$ cat src/ifc_map.vh
// Constants for the instruction fault check unit
`ifndef IFC_MAP_VH
`define IFC_MAP_VH
`define IFC_VEC_UNDEF_OP 8'h06
`define IFC_VEC_CPSO 8'h09
`define IFC_VEC_NOT_PRESENT 8'h0B
`define IFC_VEC_STACK 8'h0C
`define IFC_VEC_GP 8'h0D
`define IFC_OFS_LAST 16'hFFFF
`define IFC_FLAG_ZF_BIT 6
`define IFC_FLAG_IF_BIT 9
`define IFC_FLAG_IO_PRIVILEGE_LEVEL_LO 12
`define IFC_FLAG_IO_PRIVILEGE_LEVEL_HI 13
`define IFC_FLAG_NT_BIT 14
`define IFC_FLAG_RST 16'h0002
`define IFC_BASE_EXTRA_CLK 4'h1
`define IFC_OP_WIDTH_BIT 0
`define IFC_OP_DIR_BIT 1
`define IFC_OP_SEXT_BIT 1
`define IFC_CTRL_PM_BIT 0
`define IFC_CTRL_CPL_LO 1
`define IFC_CTRL_CPL_HI 2
`define IFC_ADDR_CTRL 32'h0000_0000
`define IFC_ADDR_STATUS 32'h0000_0004
`define IFC_ADDR_FLAGS 32'h0000_0008
`define IFC_ADDR_DECODE 32'h0000_000C
`define IFC_CTRL_RST 32'h0000_0000
`endif

$ cat src/ifc_fault_check.v
// Instruction fault check unit with Wishbone register access
//
// Chosen here: the register addresses and the Wishbone register port.
`include "ifc_map.vh"
module ifc_fault_check (
  input wire i_core_clk,
  input wire i_rst_b,
  input wire [31:0] i_wb_adr,
  input wire [31:0] i_wb_dat,
  input wire [3:0] i_wb_sel,
  input wire i_wb_we,
  input wire i_wb_cyc,
  input wire i_wb_stb,
  input wire i_chk_valid,
  input wire [7:0] i_opcode,
  input wire i_protected_only,
  input wire i_system_setup,
  input wire i_word_access,
  input wire [15:0] i_offset,
  input wire [15:0] i_seg_limit,
  input wire i_mem_op,
  input wire i_limit_viol,
  input wire i_rights_viol,
  input wire i_stack_seg,
  input wire i_seg_load,
  input wire i_load_to_ss,
  input wire i_seg_present,
  input wire [1:0] i_requested_privilege_level,
  input wire [1:0] i_descriptor_privilege_level,
  input wire i_far_transfer,
  input wire i_ctl_transfer,
  input wire i_target_in_code_limit,
  input wire i_priv_only,
  input wire i_io_sensitive,
  input wire i_flag_load,
  input wire [15:0] i_flag_src,
  input wire i_sel_check,
  input wire i_esc,
  input wire i_esc_xfer,
  input wire i_auto_lock,
  input wire i_lock_prefix,
  input wire i_multi_xfer_gap,
  input wire i_desc_read,
  input wire i_three_part_ea,
  input wire [3:0] i_base_clocks,
  input wire [7:0] i_imm_lo,
  input wire [15:0] i_imm_full,
  output reg [31:0] o_wb_dat,
  output reg o_wb_ack,
  output reg o_fault,
  output reg [7:0] o_vector,
  output reg o_commit,
  output reg o_bus_exclusive,
  output reg o_reg_is_dest,
  output reg o_word_op,
  output reg [15:0] o_imm_value,
  output reg [3:0] o_exec_clocks,
  output reg [15:0] o_flags,
  output reg o_write_result
);
  reg rst_meta_ff;
  reg rst_sync_ff;
  reg protected_mode_ff;
  reg [1:0] current_privilege_level_ff;
  reg [7:0] last_vector_ff;
  reg [7:0] fault_count_ff;
  reg [31:0] nxt_wb_dat;
  wire rst_n;
  wire wb_req;
  wire [1:0] io_privilege_level;
  wire cpl_gt_io_privilege_level;
  wire word_wrap;
  wire seg_priv_bad;
  reg fault;
  reg [7:0] vector;
  reg [15:0] nxt_flags;
  reg nxt_fault;
  reg [7:0] nxt_vector;
  reg nxt_commit;
  reg nxt_bus_exclusive;
  reg nxt_reg_is_dest;
  reg nxt_word_op;
  reg [15:0] nxt_imm_value;
  reg [3:0] nxt_exec_clocks;
  reg nxt_write_result;
  wire fault_taken;
  wire sel_priv_miss;
  wire flag_write;
  wire lock_request;
  wire ctrl_wr;

  function [1:0] max_pl;
    input [1:0] a;
    input [1:0] b;
    begin
      max_pl = (a > b) ? a : b;
    end
  endfunction

  function [15:0] sign_ext8;
    input [7:0] b;
    begin
      sign_ext8 = {{8{b[7]}}, b};
    end
  endfunction

  // Reset release
  always @(posedge i_core_clk or negedge i_rst_b)
  begin
    if (!i_rst_b)
    begin
      rst_meta_ff <= 1'b0;
      rst_sync_ff <= 1'b0;
    end
    else
    begin
      rst_meta_ff <= 1'b1;
      rst_sync_ff <= rst_meta_ff;
    end
  end
  assign rst_n = rst_sync_ff;

  assign wb_req = i_wb_cyc & i_wb_stb & ~o_wb_ack;
  assign io_privilege_level = o_flags[`IFC_FLAG_IO_PRIVILEGE_LEVEL_HI:`IFC_FLAG_IO_PRIVILEGE_LEVEL_LO];
  assign cpl_gt_io_privilege_level = current_privilege_level_ff > io_privilege_level;
  assign word_wrap = i_word_access & (i_offset == `IFC_OFS_LAST);
  assign seg_priv_bad = max_pl(current_privilege_level_ff, i_requested_privilege_level)
    > i_descriptor_privilege_level;
  assign fault_taken = i_chk_valid & fault;
  assign sel_priv_miss = i_sel_check & protected_mode_ff & seg_priv_bad;
  assign flag_write = i_chk_valid & ~fault & i_flag_load;
  assign lock_request = i_auto_lock | i_lock_prefix | i_desc_read;
  assign ctrl_wr = i_wb_cyc & i_wb_stb & i_wb_we & o_wb_ack & i_wb_sel[0]
    & (i_wb_adr == `IFC_ADDR_CTRL);

  // Fault priority and vector selection
  always @*
  begin
    fault = 1'b0;
    vector = 8'h00;
    if (!protected_mode_ff)
    begin
      if (i_protected_only && !i_system_setup)
      begin
        fault = 1'b1;
        vector = `IFC_VEC_UNDEF_OP;
      end
      else if (i_esc && i_esc_xfer && (i_offset > i_seg_limit))
      begin
        fault = 1'b1;
        vector = `IFC_VEC_CPSO;
      end
      else if (i_mem_op && word_wrap)
      begin
        fault = 1'b1;
        vector = `IFC_VEC_GP;
      end
    end
    else
    begin
      if (i_priv_only && current_privilege_level_ff != 2'b00)
      begin
        fault = 1'b1;
        vector = `IFC_VEC_GP;
      end
      else if (i_io_sensitive && cpl_gt_io_privilege_level)
      begin
        fault = 1'b1;
        vector = `IFC_VEC_GP;
      end
      else if (i_seg_load && !i_sel_check && seg_priv_bad)
      begin
        fault = 1'b1;
        vector = `IFC_VEC_GP;
      end
      else if (i_seg_load && !i_sel_check && !i_seg_present)
      begin
        fault = 1'b1;
        vector = i_load_to_ss ? `IFC_VEC_STACK : `IFC_VEC_NOT_PRESENT;
      end
      else if (i_far_transfer && seg_priv_bad)
      begin
        fault = 1'b1;
        vector = `IFC_VEC_GP;
      end
      else if (i_ctl_transfer && !i_target_in_code_limit)
      begin
        fault = 1'b1;
        vector = `IFC_VEC_GP;
      end
      else if (i_esc && i_esc_xfer && i_limit_viol)
      begin
        fault = 1'b1;
        vector = `IFC_VEC_CPSO;
      end
      else if ((i_mem_op || i_esc) && i_limit_viol && i_stack_seg)
      begin
        fault = 1'b1;
        vector = `IFC_VEC_STACK;
      end
      else if ((i_mem_op || i_esc) && (i_limit_viol || i_rights_viol))
      begin
        fault = 1'b1;
        vector = `IFC_VEC_GP;
      end
    end
  end

  // Flag image update
  always @*
  begin
    nxt_flags = i_flag_src;
    if (protected_mode_ff)
    begin
      if (cpl_gt_io_privilege_level)
        nxt_flags[`IFC_FLAG_IF_BIT] = o_flags[`IFC_FLAG_IF_BIT];
      if (current_privilege_level_ff != 2'b00)
        nxt_flags[`IFC_FLAG_IO_PRIVILEGE_LEVEL_HI:`IFC_FLAG_IO_PRIVILEGE_LEVEL_LO] = io_privilege_level;
    end
    else
    begin
      nxt_flags[`IFC_FLAG_IO_PRIVILEGE_LEVEL_HI:`IFC_FLAG_IO_PRIVILEGE_LEVEL_LO] = 2'b00;
      nxt_flags[`IFC_FLAG_NT_BIT] = 1'b0;
    end
  end

  // Next values of the check outputs
  always @*
  begin
    nxt_fault = fault_taken;
    nxt_vector = fault_taken ? vector : 8'h00;
    nxt_commit = i_chk_valid & ~fault;
    nxt_bus_exclusive = lock_request
      & ~(i_multi_xfer_gap & ~i_desc_read);
    nxt_reg_is_dest = i_opcode[`IFC_OP_DIR_BIT];
    nxt_word_op = i_opcode[`IFC_OP_WIDTH_BIT];
    nxt_imm_value = i_opcode[`IFC_OP_SEXT_BIT] ? sign_ext8(i_imm_lo) : i_imm_full;
    nxt_exec_clocks = i_base_clocks;
    if (i_three_part_ea)
      nxt_exec_clocks = i_base_clocks + `IFC_BASE_EXTRA_CLK;
    nxt_write_result = i_chk_valid & ~fault & ~sel_priv_miss;
  end

  // Check result stage
  always @(posedge i_core_clk or negedge rst_n)
  begin
    if (!rst_n)
    begin
      o_fault <= 1'b0;
      o_vector <= 8'h00;
      o_commit <= 1'b0;
      o_write_result <= 1'b0;
    end
    else
    begin
      o_fault <= nxt_fault;
      o_vector <= nxt_vector;
      o_commit <= nxt_commit;
      o_write_result <= nxt_write_result;
    end
  end

  // Decode field stage
  always @(posedge i_core_clk or negedge rst_n)
  begin
    if (!rst_n)
    begin
      o_reg_is_dest <= 1'b0;
      o_word_op <= 1'b0;
      o_imm_value <= 16'h0000;
      o_exec_clocks <= 4'h0;
    end
    else
    begin
      o_reg_is_dest <= nxt_reg_is_dest;
      o_word_op <= nxt_word_op;
      o_imm_value <= nxt_imm_value;
      o_exec_clocks <= nxt_exec_clocks;
    end
  end

  // Bus-exclusive output
  always @(posedge i_core_clk or negedge rst_n)
  begin
    if (!rst_n)
      o_bus_exclusive <= 1'b0;
    else
      o_bus_exclusive <= nxt_bus_exclusive;
  end

  // Flag image and fault record
  always @(posedge i_core_clk or negedge rst_n)
  begin
    if (!rst_n)
    begin
      o_flags <= `IFC_FLAG_RST;
      last_vector_ff <= 8'h00;
      fault_count_ff <= 8'h00;
    end
    else
    begin
      if (i_chk_valid && !fault && sel_priv_miss)
        o_flags[`IFC_FLAG_ZF_BIT] <= 1'b0;
      else if (flag_write)
        o_flags <= nxt_flags;
      if (fault_taken)
      begin
        last_vector_ff <= vector;
        fault_count_ff <= fault_count_ff + 8'h01;
      end
    end
  end

  // Wishbone read mux
  always @*
  begin
    nxt_wb_dat = 32'h0000_0000;
    case (i_wb_adr)
      `IFC_ADDR_CTRL: nxt_wb_dat = {29'h0, current_privilege_level_ff, protected_mode_ff};
      `IFC_ADDR_STATUS: nxt_wb_dat = {16'h0, fault_count_ff, last_vector_ff};
      `IFC_ADDR_FLAGS: nxt_wb_dat = {16'h0, o_flags};
      `IFC_ADDR_DECODE: nxt_wb_dat = {27'h0, o_exec_clocks, o_word_op};
      default: nxt_wb_dat = 32'h0000_0000;
    endcase
  end

  // Wishbone slave, one wait state, unmapped reads zero
  always @(posedge i_core_clk or negedge rst_n)
  begin
    if (!rst_n)
    begin
      o_wb_ack <= 1'b0;
      o_wb_dat <= `IFC_CTRL_RST;
    end
    else
    begin
      o_wb_ack <= wb_req;
      o_wb_dat <= wb_req ? nxt_wb_dat : 32'h0000_0000;
    end
  end

  // Mode and privilege register, written at the acknowledge edge
  always @(posedge i_core_clk or negedge rst_n)
  begin
    if (!rst_n)
    begin
      protected_mode_ff <= 1'b0;
      current_privilege_level_ff <= 2'b00;
    end
    else if (ctrl_wr)
    begin
      protected_mode_ff <= i_wb_dat[`IFC_CTRL_PM_BIT];
      current_privilege_level_ff <= i_wb_dat[`IFC_CTRL_CPL_HI:`IFC_CTRL_CPL_LO];
    end
  end
endmodule

$ cat config.mk
export PLATFORM = sky130hd
export DESIGN_NAME = ifc_fault_check
export DESIGN_NICKNAME = d
export VERILOG_FILES = /design/src/ifc_fault_check.v
export VERILOG_INCLUDE_DIRS = /design/src
export SDC_FILE = /design/constraint.sdc
export NUM_CORES = 1
export LEC_CHECK = 0
export ABC_AREA = 1
export BUFFER_PORTS_ARGS = -buffer_cell sky130_fd_sc_hd__buf_2
export CAP_MARGIN = 10
export CORE_ASPECT_RATIO = 1.2
export CORE_MARGIN = 4
export CORE_UTILIZATION = 34
export DETAILED_ROUTE_END_ITERATION = 16
export GPL_TIMING_DRIVEN = 0
export PLACE_DENSITY = 0.65
export SLEW_MARGIN = 30
export SYNTH_ARGS = -nofsm -noshare
export SYNTH_HDL_FRONTEND = slang
export SYNTH_SLANG_ARGS = --single-unit
$ cat constraint.sdc
create_clock -name i_core_clk -period 2.8 [get_ports i_core_clk]
set_clock_uncertainty 0.1 [all_clocks]
set_input_delay 0.14 -clock i_core_clk [delete_from_list [all_inputs] [get_ports i_core_clk]]
set_output_delay 0.14 -clock i_core_clk [all_outputs]
set_load 0.005 [all_outputs]
==> results of run 1 <==
## final timing paths
path / to / slack (ps) / cells after the start
worst max-delay path: o_flags[6] / -7 / 19
worst min-delay path: o_exec_clocks[3] / 20 / 3
worst max register to register: o_flags[6] / -7 / 19
worst min register to register: current_privilege_level_ff[0] / 70 / 0
max in group asynchronous: o_flags[1] / 1770 / 2
min in group asynchronous: rst_n / 40 / 2
## cell usage in the layout, fill, tap and decap left out, types with 3 or more instances in the layout
| master | netlist | routed |
|---|---|---|
| clkinv_2 | 1 | 3 |
| nand4_1 | 15 | 15 |
| xor2_1 | 7 | 7 |
| ha_1 | 25 | 22 |
| buf_4 | 21 | 27 |
| o21ai_0 | 13 | 12 |
| nand2_2 | 5 | 6 |
| clkbuf_1 | 3 | 3 |
| o21ai_1 | 4 | 5 |
| nor3_4 | 3 | 3 |
| conb_1 | 2 | 21 |
| buf_6 | 4 | 7 |
| inv_1 | 65 | 62 |
| xnor2_1 | 3 | 3 |
| a21o_1 | 4 | 4 |
| nand3_2 | 5 | 3 |
| nor4_1 | 3 | 3 |
| nand2_4 | 1 | 3 |
| nor2_1 | 36 | 35 |
| nand3_1 | 14 | 14 |
| nor4_2 | 5 | 5 |
| clkbuf_16 | 0 | 10 |
| nand2_1 | 138 | 135 |
| nor2_4 | 3 | 4 |
| nor3_1 | 3 | 3 |
| a21oi_1 | 24 | 24 |
| dfrtp_1 | 79 | 77 |
| and2_1 | 3 | 3 |
| mux2_2 | 8 | 8 |
| dlygate4sd3_1 | 0 | 50 |
| inv_2 | 4 | 7 |
| buf_2 | 0 | 210 |
## layer usage
metal  global-route usage  part of all wire  vias up
met3               0.0318             0.058       19
li1                     -                 -     2231
met2                0.319              0.52      141
met4               0.0534             0.019        0
met5                    0                 0        -
met1                0.227              0.41     1985
## layout make-up
class	instances	area, um^2	area share
multi-input cells	357	2120	0.310
well taps	164	205	0.0299
repair buffers	273	1710	0.249
clock inverters	7	95.1	0.0139
plain buffers	28	221	0.0323
flip-flops and latches	80	2010	0.293
inverters	71	268	0.0391
clock buffers	9	225	0.0328
## timing repair
item | CTS | global route
setup buffers | 5 | 4
gates cloned | 1 | 1
endpoints found under the hold margin | 42 | 0
resized for setup | 11 | 13
hold buffers | 50 | 0
pin swaps | 6 | 2
endpoints found under the setup margin | 30 | 30
## registers in the layout, summed over array words and instances (netlist names)
| name | flops |
|---|---|
| o_reg_is_dest | 1 |
| o_flags | 16 |
| protected_mode_ff | 1 |
| current_privilege_level_ff | 2 |
| fault_count_ff | 8 |
| o_word_op | 1 |
| o_imm_value | 16 |
| o_wb_ack | 1 |
| o_commit | 1 |
| o_exec_clocks | 4 |
| rst_n | 1 |
| o_write_result | 1 |
| rst_meta_ff | 1 |
| o_bus_exclusive | 1 |
| o_wb_dat | 16 |
| o_vector | 4 |
| o_fault | 1 |
| last_vector_ff | 4 |
## power groups by stage
stage	logic (W)	clock network, W	registers, W
finish	0.000645	0.00127	0.00140
floorplan	0.000286	0	0.00141
global placement	0.000522	0	0.00144
detailed placement	0.000564	0	0.00142
global route	0.000734	0.00135	0.00142
CTS	0.000634	0.00128	0.00140
## through the flow
| step | instances | setup TNS [ps] | utilization |
|---|---|---|---|
| 2_1_floorplan | 536 | 0 | - |
| 3_3_place_gp | 910 | -60320 | 0.453 |
| 3_5_place_dp | 912 | -3320 | 0.457 |
| 4_1_cts | 984 | -60.1 | 0.527 |
| 5_1_grt | 989 | -4750 | 0.536 |
| 6_report | 989 | -10.2 | 0.536 |
## worst max-delay path, delay by kind of cell, from the launching register on
family	cells	cell delay (ps)
AO/OA/AOI/OAI	4	450
adder cells (fa/ha/maj)	2	520
buffers and inverters	2	230
flip-flops	1	410
AND/OR/NAND/NOR	11	990
## cell families after synthesis
family	after synthesis	synth area share
and+or+nand+nor	240	0.264
buffers and inverters	99	0.108
adders and majority gates	25	0.0701
other	2	0.00168
xor gates and xnor gates	10	0.0196
muxes	8	0.0202
DFF	80	0.449
AOI/OAI and AO/OA	53	0.0681
==> impl_metrics.json, run 1 <==
{
  "yosysWarnings": 0,
  "synth_ff_type": "dfrtp_1",
  "synth_cell_type_count": 43,
  "maxSlewViolCount": 0,
  "async_flop_share": 1.00,
  "slew_headroom": 0.632,
  "switching_share": 0.274,
  "power.switching_w": 0.000908,
  "avgSynthCellArea_um2": 8.63,
  "hold_path.class": "input port to flop",
  "nets": 1031,
  "hold_viol_final": 0,
  "crit_start": "current_privilege_level_ff[1]",
  "hold_ws_ps": 21.2,
  "critPathLaunchType": "flop",
  "drive_gt1_frac": 0.389,
  "post-route-min-period_ps": 2810,
  "cts.sinks": 80,
  "cts-buffers-inserted": 9,
  "clk_pin_slew_ps": 60,
  "fmax_ghz": 0.356,
  "worst-slew-pin-transition_ps": 551,
  "antenna_cells": 0,
  "p_int_w": 0.00240,
  "dieWidth_um": 113,
  "leakage_nw": 3.78,
  "cp-end-kind": "flop",
  "hpwl_mm": 10.7,
  "clkPwrFrac": 0.383,
  "num_rows": 45,
  "power.total_w": 0.00331,
  "power_frac_comb": 0.195,
  "place_area_mm2": 0.00584,
  "synth_edf_count": 0,
  "wire_per_inst_um": 14.0,
  "io_pins": 269,
  "antenna_found_initial": 0,
  "syn_inst": 517,
  "grt_max_degree": 43,
  "yosysSeqAreaShare": 0.449,
  "first_global_vias": 4537,
  "wl_mm": 13.9,
  "power_frac_seq": 0.422,
  "fin_crit_sh": 1.00,
  "netlist_area_mm2": 0.00446,
  "setup_viol": 2,
  "place_congestion": 0.803,
  "io_buffers": 210,
  "cp_slowest_stage_delay_ps": 410,
  "finalInstanceArea_mm2": 0.00686,
  "dieHeight_um": 134,
  "setup_ws_ps": -7.45,
  "grt_first_pass_wirelength_mm": 21.9,
  "power.density_mw_per_mm2": 483,
  "gr-total-overflow": 0,
  "postRouteAntennaNets": 0,
  "crit_slowest_cell": "dfrtp_2",
  "vias": 4376,
  "drc": 0,
  "vdd_ir_drop_max_v": 0.000324,
  "avgViaCountPerCell": 4.42,
  "ctsLongestPathBuffers": 2,
  "core_mm2": 0.0128,
  "cts_root_buf": "clkbuf_16",
  "status": "finished with violations",
  "required_ps": 2920,
  "yosys-top-cells-count": "nand2_1, dfrtp_1, inv_1",
  "dr.pass1.iters": 4,
  "synth.most_common_cell": "nand2_1",
  "pre_cts_ws_ps": -224,
  "die_area_mm2": 0.0150,
  "cts_tree": "yes",
  "rsz0062_at_grt": "yes",
  "ys_ff_latch": 80,
  "yosys-top-cells-area": "dfrtp_1, nand2_1, ha_1",
  "crit_type": "flop to flop",
  "critPathMaxFanout": 4,
  "synth_top_area_cell": "dfrtp_1",
  "area_delta_synth_final_pct": 53.6,
  "clock_latency_ps": 340,
  "min_from": "i_three_part_ea",
  "grtUsageTotal": 0.182,
  "synth_top_area_frac": 0.443,
  "worst-endpoint-arrival_ps": 2930,
  "worstPathCellList": "inv_2, ha_4, nor2_2, o22ai_2, nor2_1, a21oi_1, ha_2, nand2_2, nand3_2, nand2_2, nor2_4, nand3_4, a21oi_4, buf_4, nand3_4, nor2_4, o21ai_1, nand2_1, nand2_1",
  "fillers": 1210,
  "violations": "setup timing",
  "drtIter0Drc": 173,
  "cap_violations": 0,
  "timing.rr.start": "current_privilege_level_ff[1]",
  "initial_utilization": 0.349,
  "h-tree-depth": 3
}
No activity file was read; power rests on OpenSTA's default activity.
==> run 2: changes to the inputs <==
--- a/config.mk
+++ b/config.mk
@@ -15,6 +15,7 @@
 export DETAILED_ROUTE_END_ITERATION = 16
 export GPL_TIMING_DRIVEN = 0
 export PLACE_DENSITY = 0.65
+export SKIP_CTS_REPAIR_TIMING = 1
 export SLEW_MARGIN = 30
 export SYNTH_ARGS = -nofsm -noshare
 export SYNTH_HDL_FRONTEND = slang
==> run 2 against run 1 <==
Effect of this change:
- the run still ends with setup timing left
- sequential share of layout area is 0.26 points lower
- flip-flop and latch count did not move
- core utilization increased by 0.48 points
- non-clock buffer count grew 2
- critical path type unchanged
- highest routed layer unchanged
==> impl_metrics.json, run 2 (synthesis gave the netlist of run 1 again) <==
{
  "status": "finished with violations",
  "violations": "setup timing",
  "avgViaCountPerCell": 4.46,
  "mostFrequentLayoutCells": "buf_2, nand2_1, dfrtp_1, inv_1, dlygate4sd3_1",
  "cp-end-kind": "flop",
  "critPathMaxFanout": 5,
  "power.density_mw_per_mm2": 480,
  "area_delta_synth_final_pct": 55.0,
  "required_ps": 2920,
  "cts_tree": "yes",
  "worstPathCellList": "inv_2, ha_4, nor2_2, o22ai_2, nor2_1, a21oi_1, ha_2, nand2_2, nand3_2, nand2_2, nor2_4, nand3_4, a21oi_4, nand4_4, nor2_4, nand2_4, clkbuf_16, nand2_2, nand2_1",
  "cpMostUsedCell": "nand2_2",
  "cp_num_buf_inv": 2,
  "ctsLongestPathBuffers": 2,
  "m1WireLength_mm": 5.77,
  "hold_viol_final": 0,
  "core_mm2": 0.0128,
  "vias": 4416,
  "final_common_cell": "buf_2",
  "gr-total-overflow": 0,
  "dr.max_layer_used": "met4",
  "drc": 0,
  "num_rows": 45,
  "crit_type": "flop to flop",
  "drtIter0Drc": 190,
  "crit_slowest_cell": "dfrtp_2",
  "first_global_vias": 4167,
  "reg2regPathDepth": 19,
  "worst-endpoint-arrival_ps": 3010,
  "cp.depth": 19,
  "grt_max_degree": 43,
  "clock_latency_ps": 330,
  "grtUsageTotal": 0.167,
  "cp_slowest_stage_delay_ps": 420,
  "cts_root_buf": "clkbuf_16",
  "critPathLaunchType": "flop",
  "pre_cts_ws_ps": -224,
  "drive_gt1_frac": 0.404,
  "maxSlewViolCount": 0,
  "antenna_cells": 0,
  "initial_utilization": 0.349,
  "wl_met2_mm": 7.20,
  "hold_path.class": "input port to flop",
  "io_pins": 269,
  "place_congestion": 0.803,
  "path_delay_family": "simple AND/OR/NAND/NOR gates",
  "cts.sinks": 80,
  "hpwl_mm": 10.7,
  "leakage_nw": 3.80,
  "rsz0062_at_grt": "yes",
  "fillers": 1205,
  "setup_viol": 21,
  "wire_per_inst_um": 14.1,
  "antenna_found_initial": 0,
  "grt_first_pass_wirelength_mm": 20.1,
  "nets": 1033,
  "top_regs": "o_flags (16), o_imm_value (16), o_wb_dat (16)",
  "dieHeight_um": 134,
  "cap_violations": 0,
  "fmax_ghz": 0.347,
  "io_buffers": 210,
  "fin_crit_sh": 1.03,
  "h-tree-depth": 3,
  "post-route-min-period_ps": 2890,
  "hold_ws_ps": 22.1,
  "postRouteAntennaNets": 0,
  "vdd_ir_drop_max_v": 0.000321,
  "setup_ws_ps": -85.9,
  "die_area_mm2": 0.0150,
  "wl_mm": 13.9,
  "clk_pin_slew_ps": 60,
  "cts-buffers-inserted": 9,
  "hold_depth": 3,
  "dr.pass1.iters": 4,
  "slew_headroom": 0.624,
  "met3_length_um": 743,
  "dieWidth_um": 113,
  "worst-slew-pin-transition_ps": 564
}
## run 2: power breakdown
| group | internal, W | total (W) | leakage (nW) | switching, W |
|---|---|---|---|---|
| logic | 0.000344 | 0.000655 | 2.64 | 0.000311 |
| registers | 0.00128 | 0.00140 | 1.00 | 0.000121 |
| clock network | 0.000782 | 0.00126 | 0.156 | 0.000481 |
| total | 0.00241 | 0.00332 | 3.80 | 0.000912 |
## run 2: worst register-to-register path, stage by stage, from the launching register on
cell,delay [ps]
dfrtp_2,420
inv_2,80
ha_4,200
nor2_2,100
o22ai_2,80
nor2_1,110
a21oi_1,50
ha_2,320
nand2_2,60
nand3_2,80
nand2_2,60
nor2_4,150
nand3_4,110
a21oi_4,190
nand4_4,140
nor2_4,170
nand2_4,90
clkbuf_16,170
nand2_2,40
nand2_1,50
## run 2: per-stage QoR
| step | power (W) | setup TNS [ps] | cell area, um^2 | util | cells |
|---|---|---|---|---|---|
| floorplan | 0.00170 | 0 | 4530 | - | 536 |
| global placement | 0.00196 | -60320 | 5790 | 0.453 | 910 |
| detailed placement | 0.00198 | -3320 | 5840 | 0.457 | 912 |
| CTS | 0.00325 | -4360 | 6160 | 0.482 | 928 |
| global route | 0.00351 | -6040 | 6920 | 0.541 | 991 |
| finish | 0.00332 | -1000 | 6920 | 0.541 | 991 |
## run 2: final cells by class
type                            count  area [um^2]  share of cell area
Multi-Input combinational cell    357         2160               0.312
Sequential cell                    80         2010               0.290
Timing Repair Buffer              275         1730               0.250
Inverter                           71          270              0.0391
Clock buffer                        9          225              0.0326
Buffer                             28          225              0.0326
Tap cell                          164          205              0.0297
Clock inverter                      7         95.1              0.0137
## run 2: worst paths after layout
check,endpoint,slack [ps],startpoint
worst max-delay path,o_flags[8],-90,current_privilege_level_ff[1]
max in group asynchronous,o_flags[1],1780,rst_n
worst min register to register,current_privilege_level_ff[0],70,rst_n
worst min-delay path,o_exec_clocks[3],20,i_three_part_ea
worst max register to register,o_flags[8],-90,current_privilege_level_ff[1]
min in group asynchronous,rst_n,40,i_rst_b
## run 2: routing by layer
metal,global-route usage,vias up
met1,0.216,2022
met4,0.0474,0
met3,0.0336,17
met5,0,-
met2,0.281,147
li1,-,2230
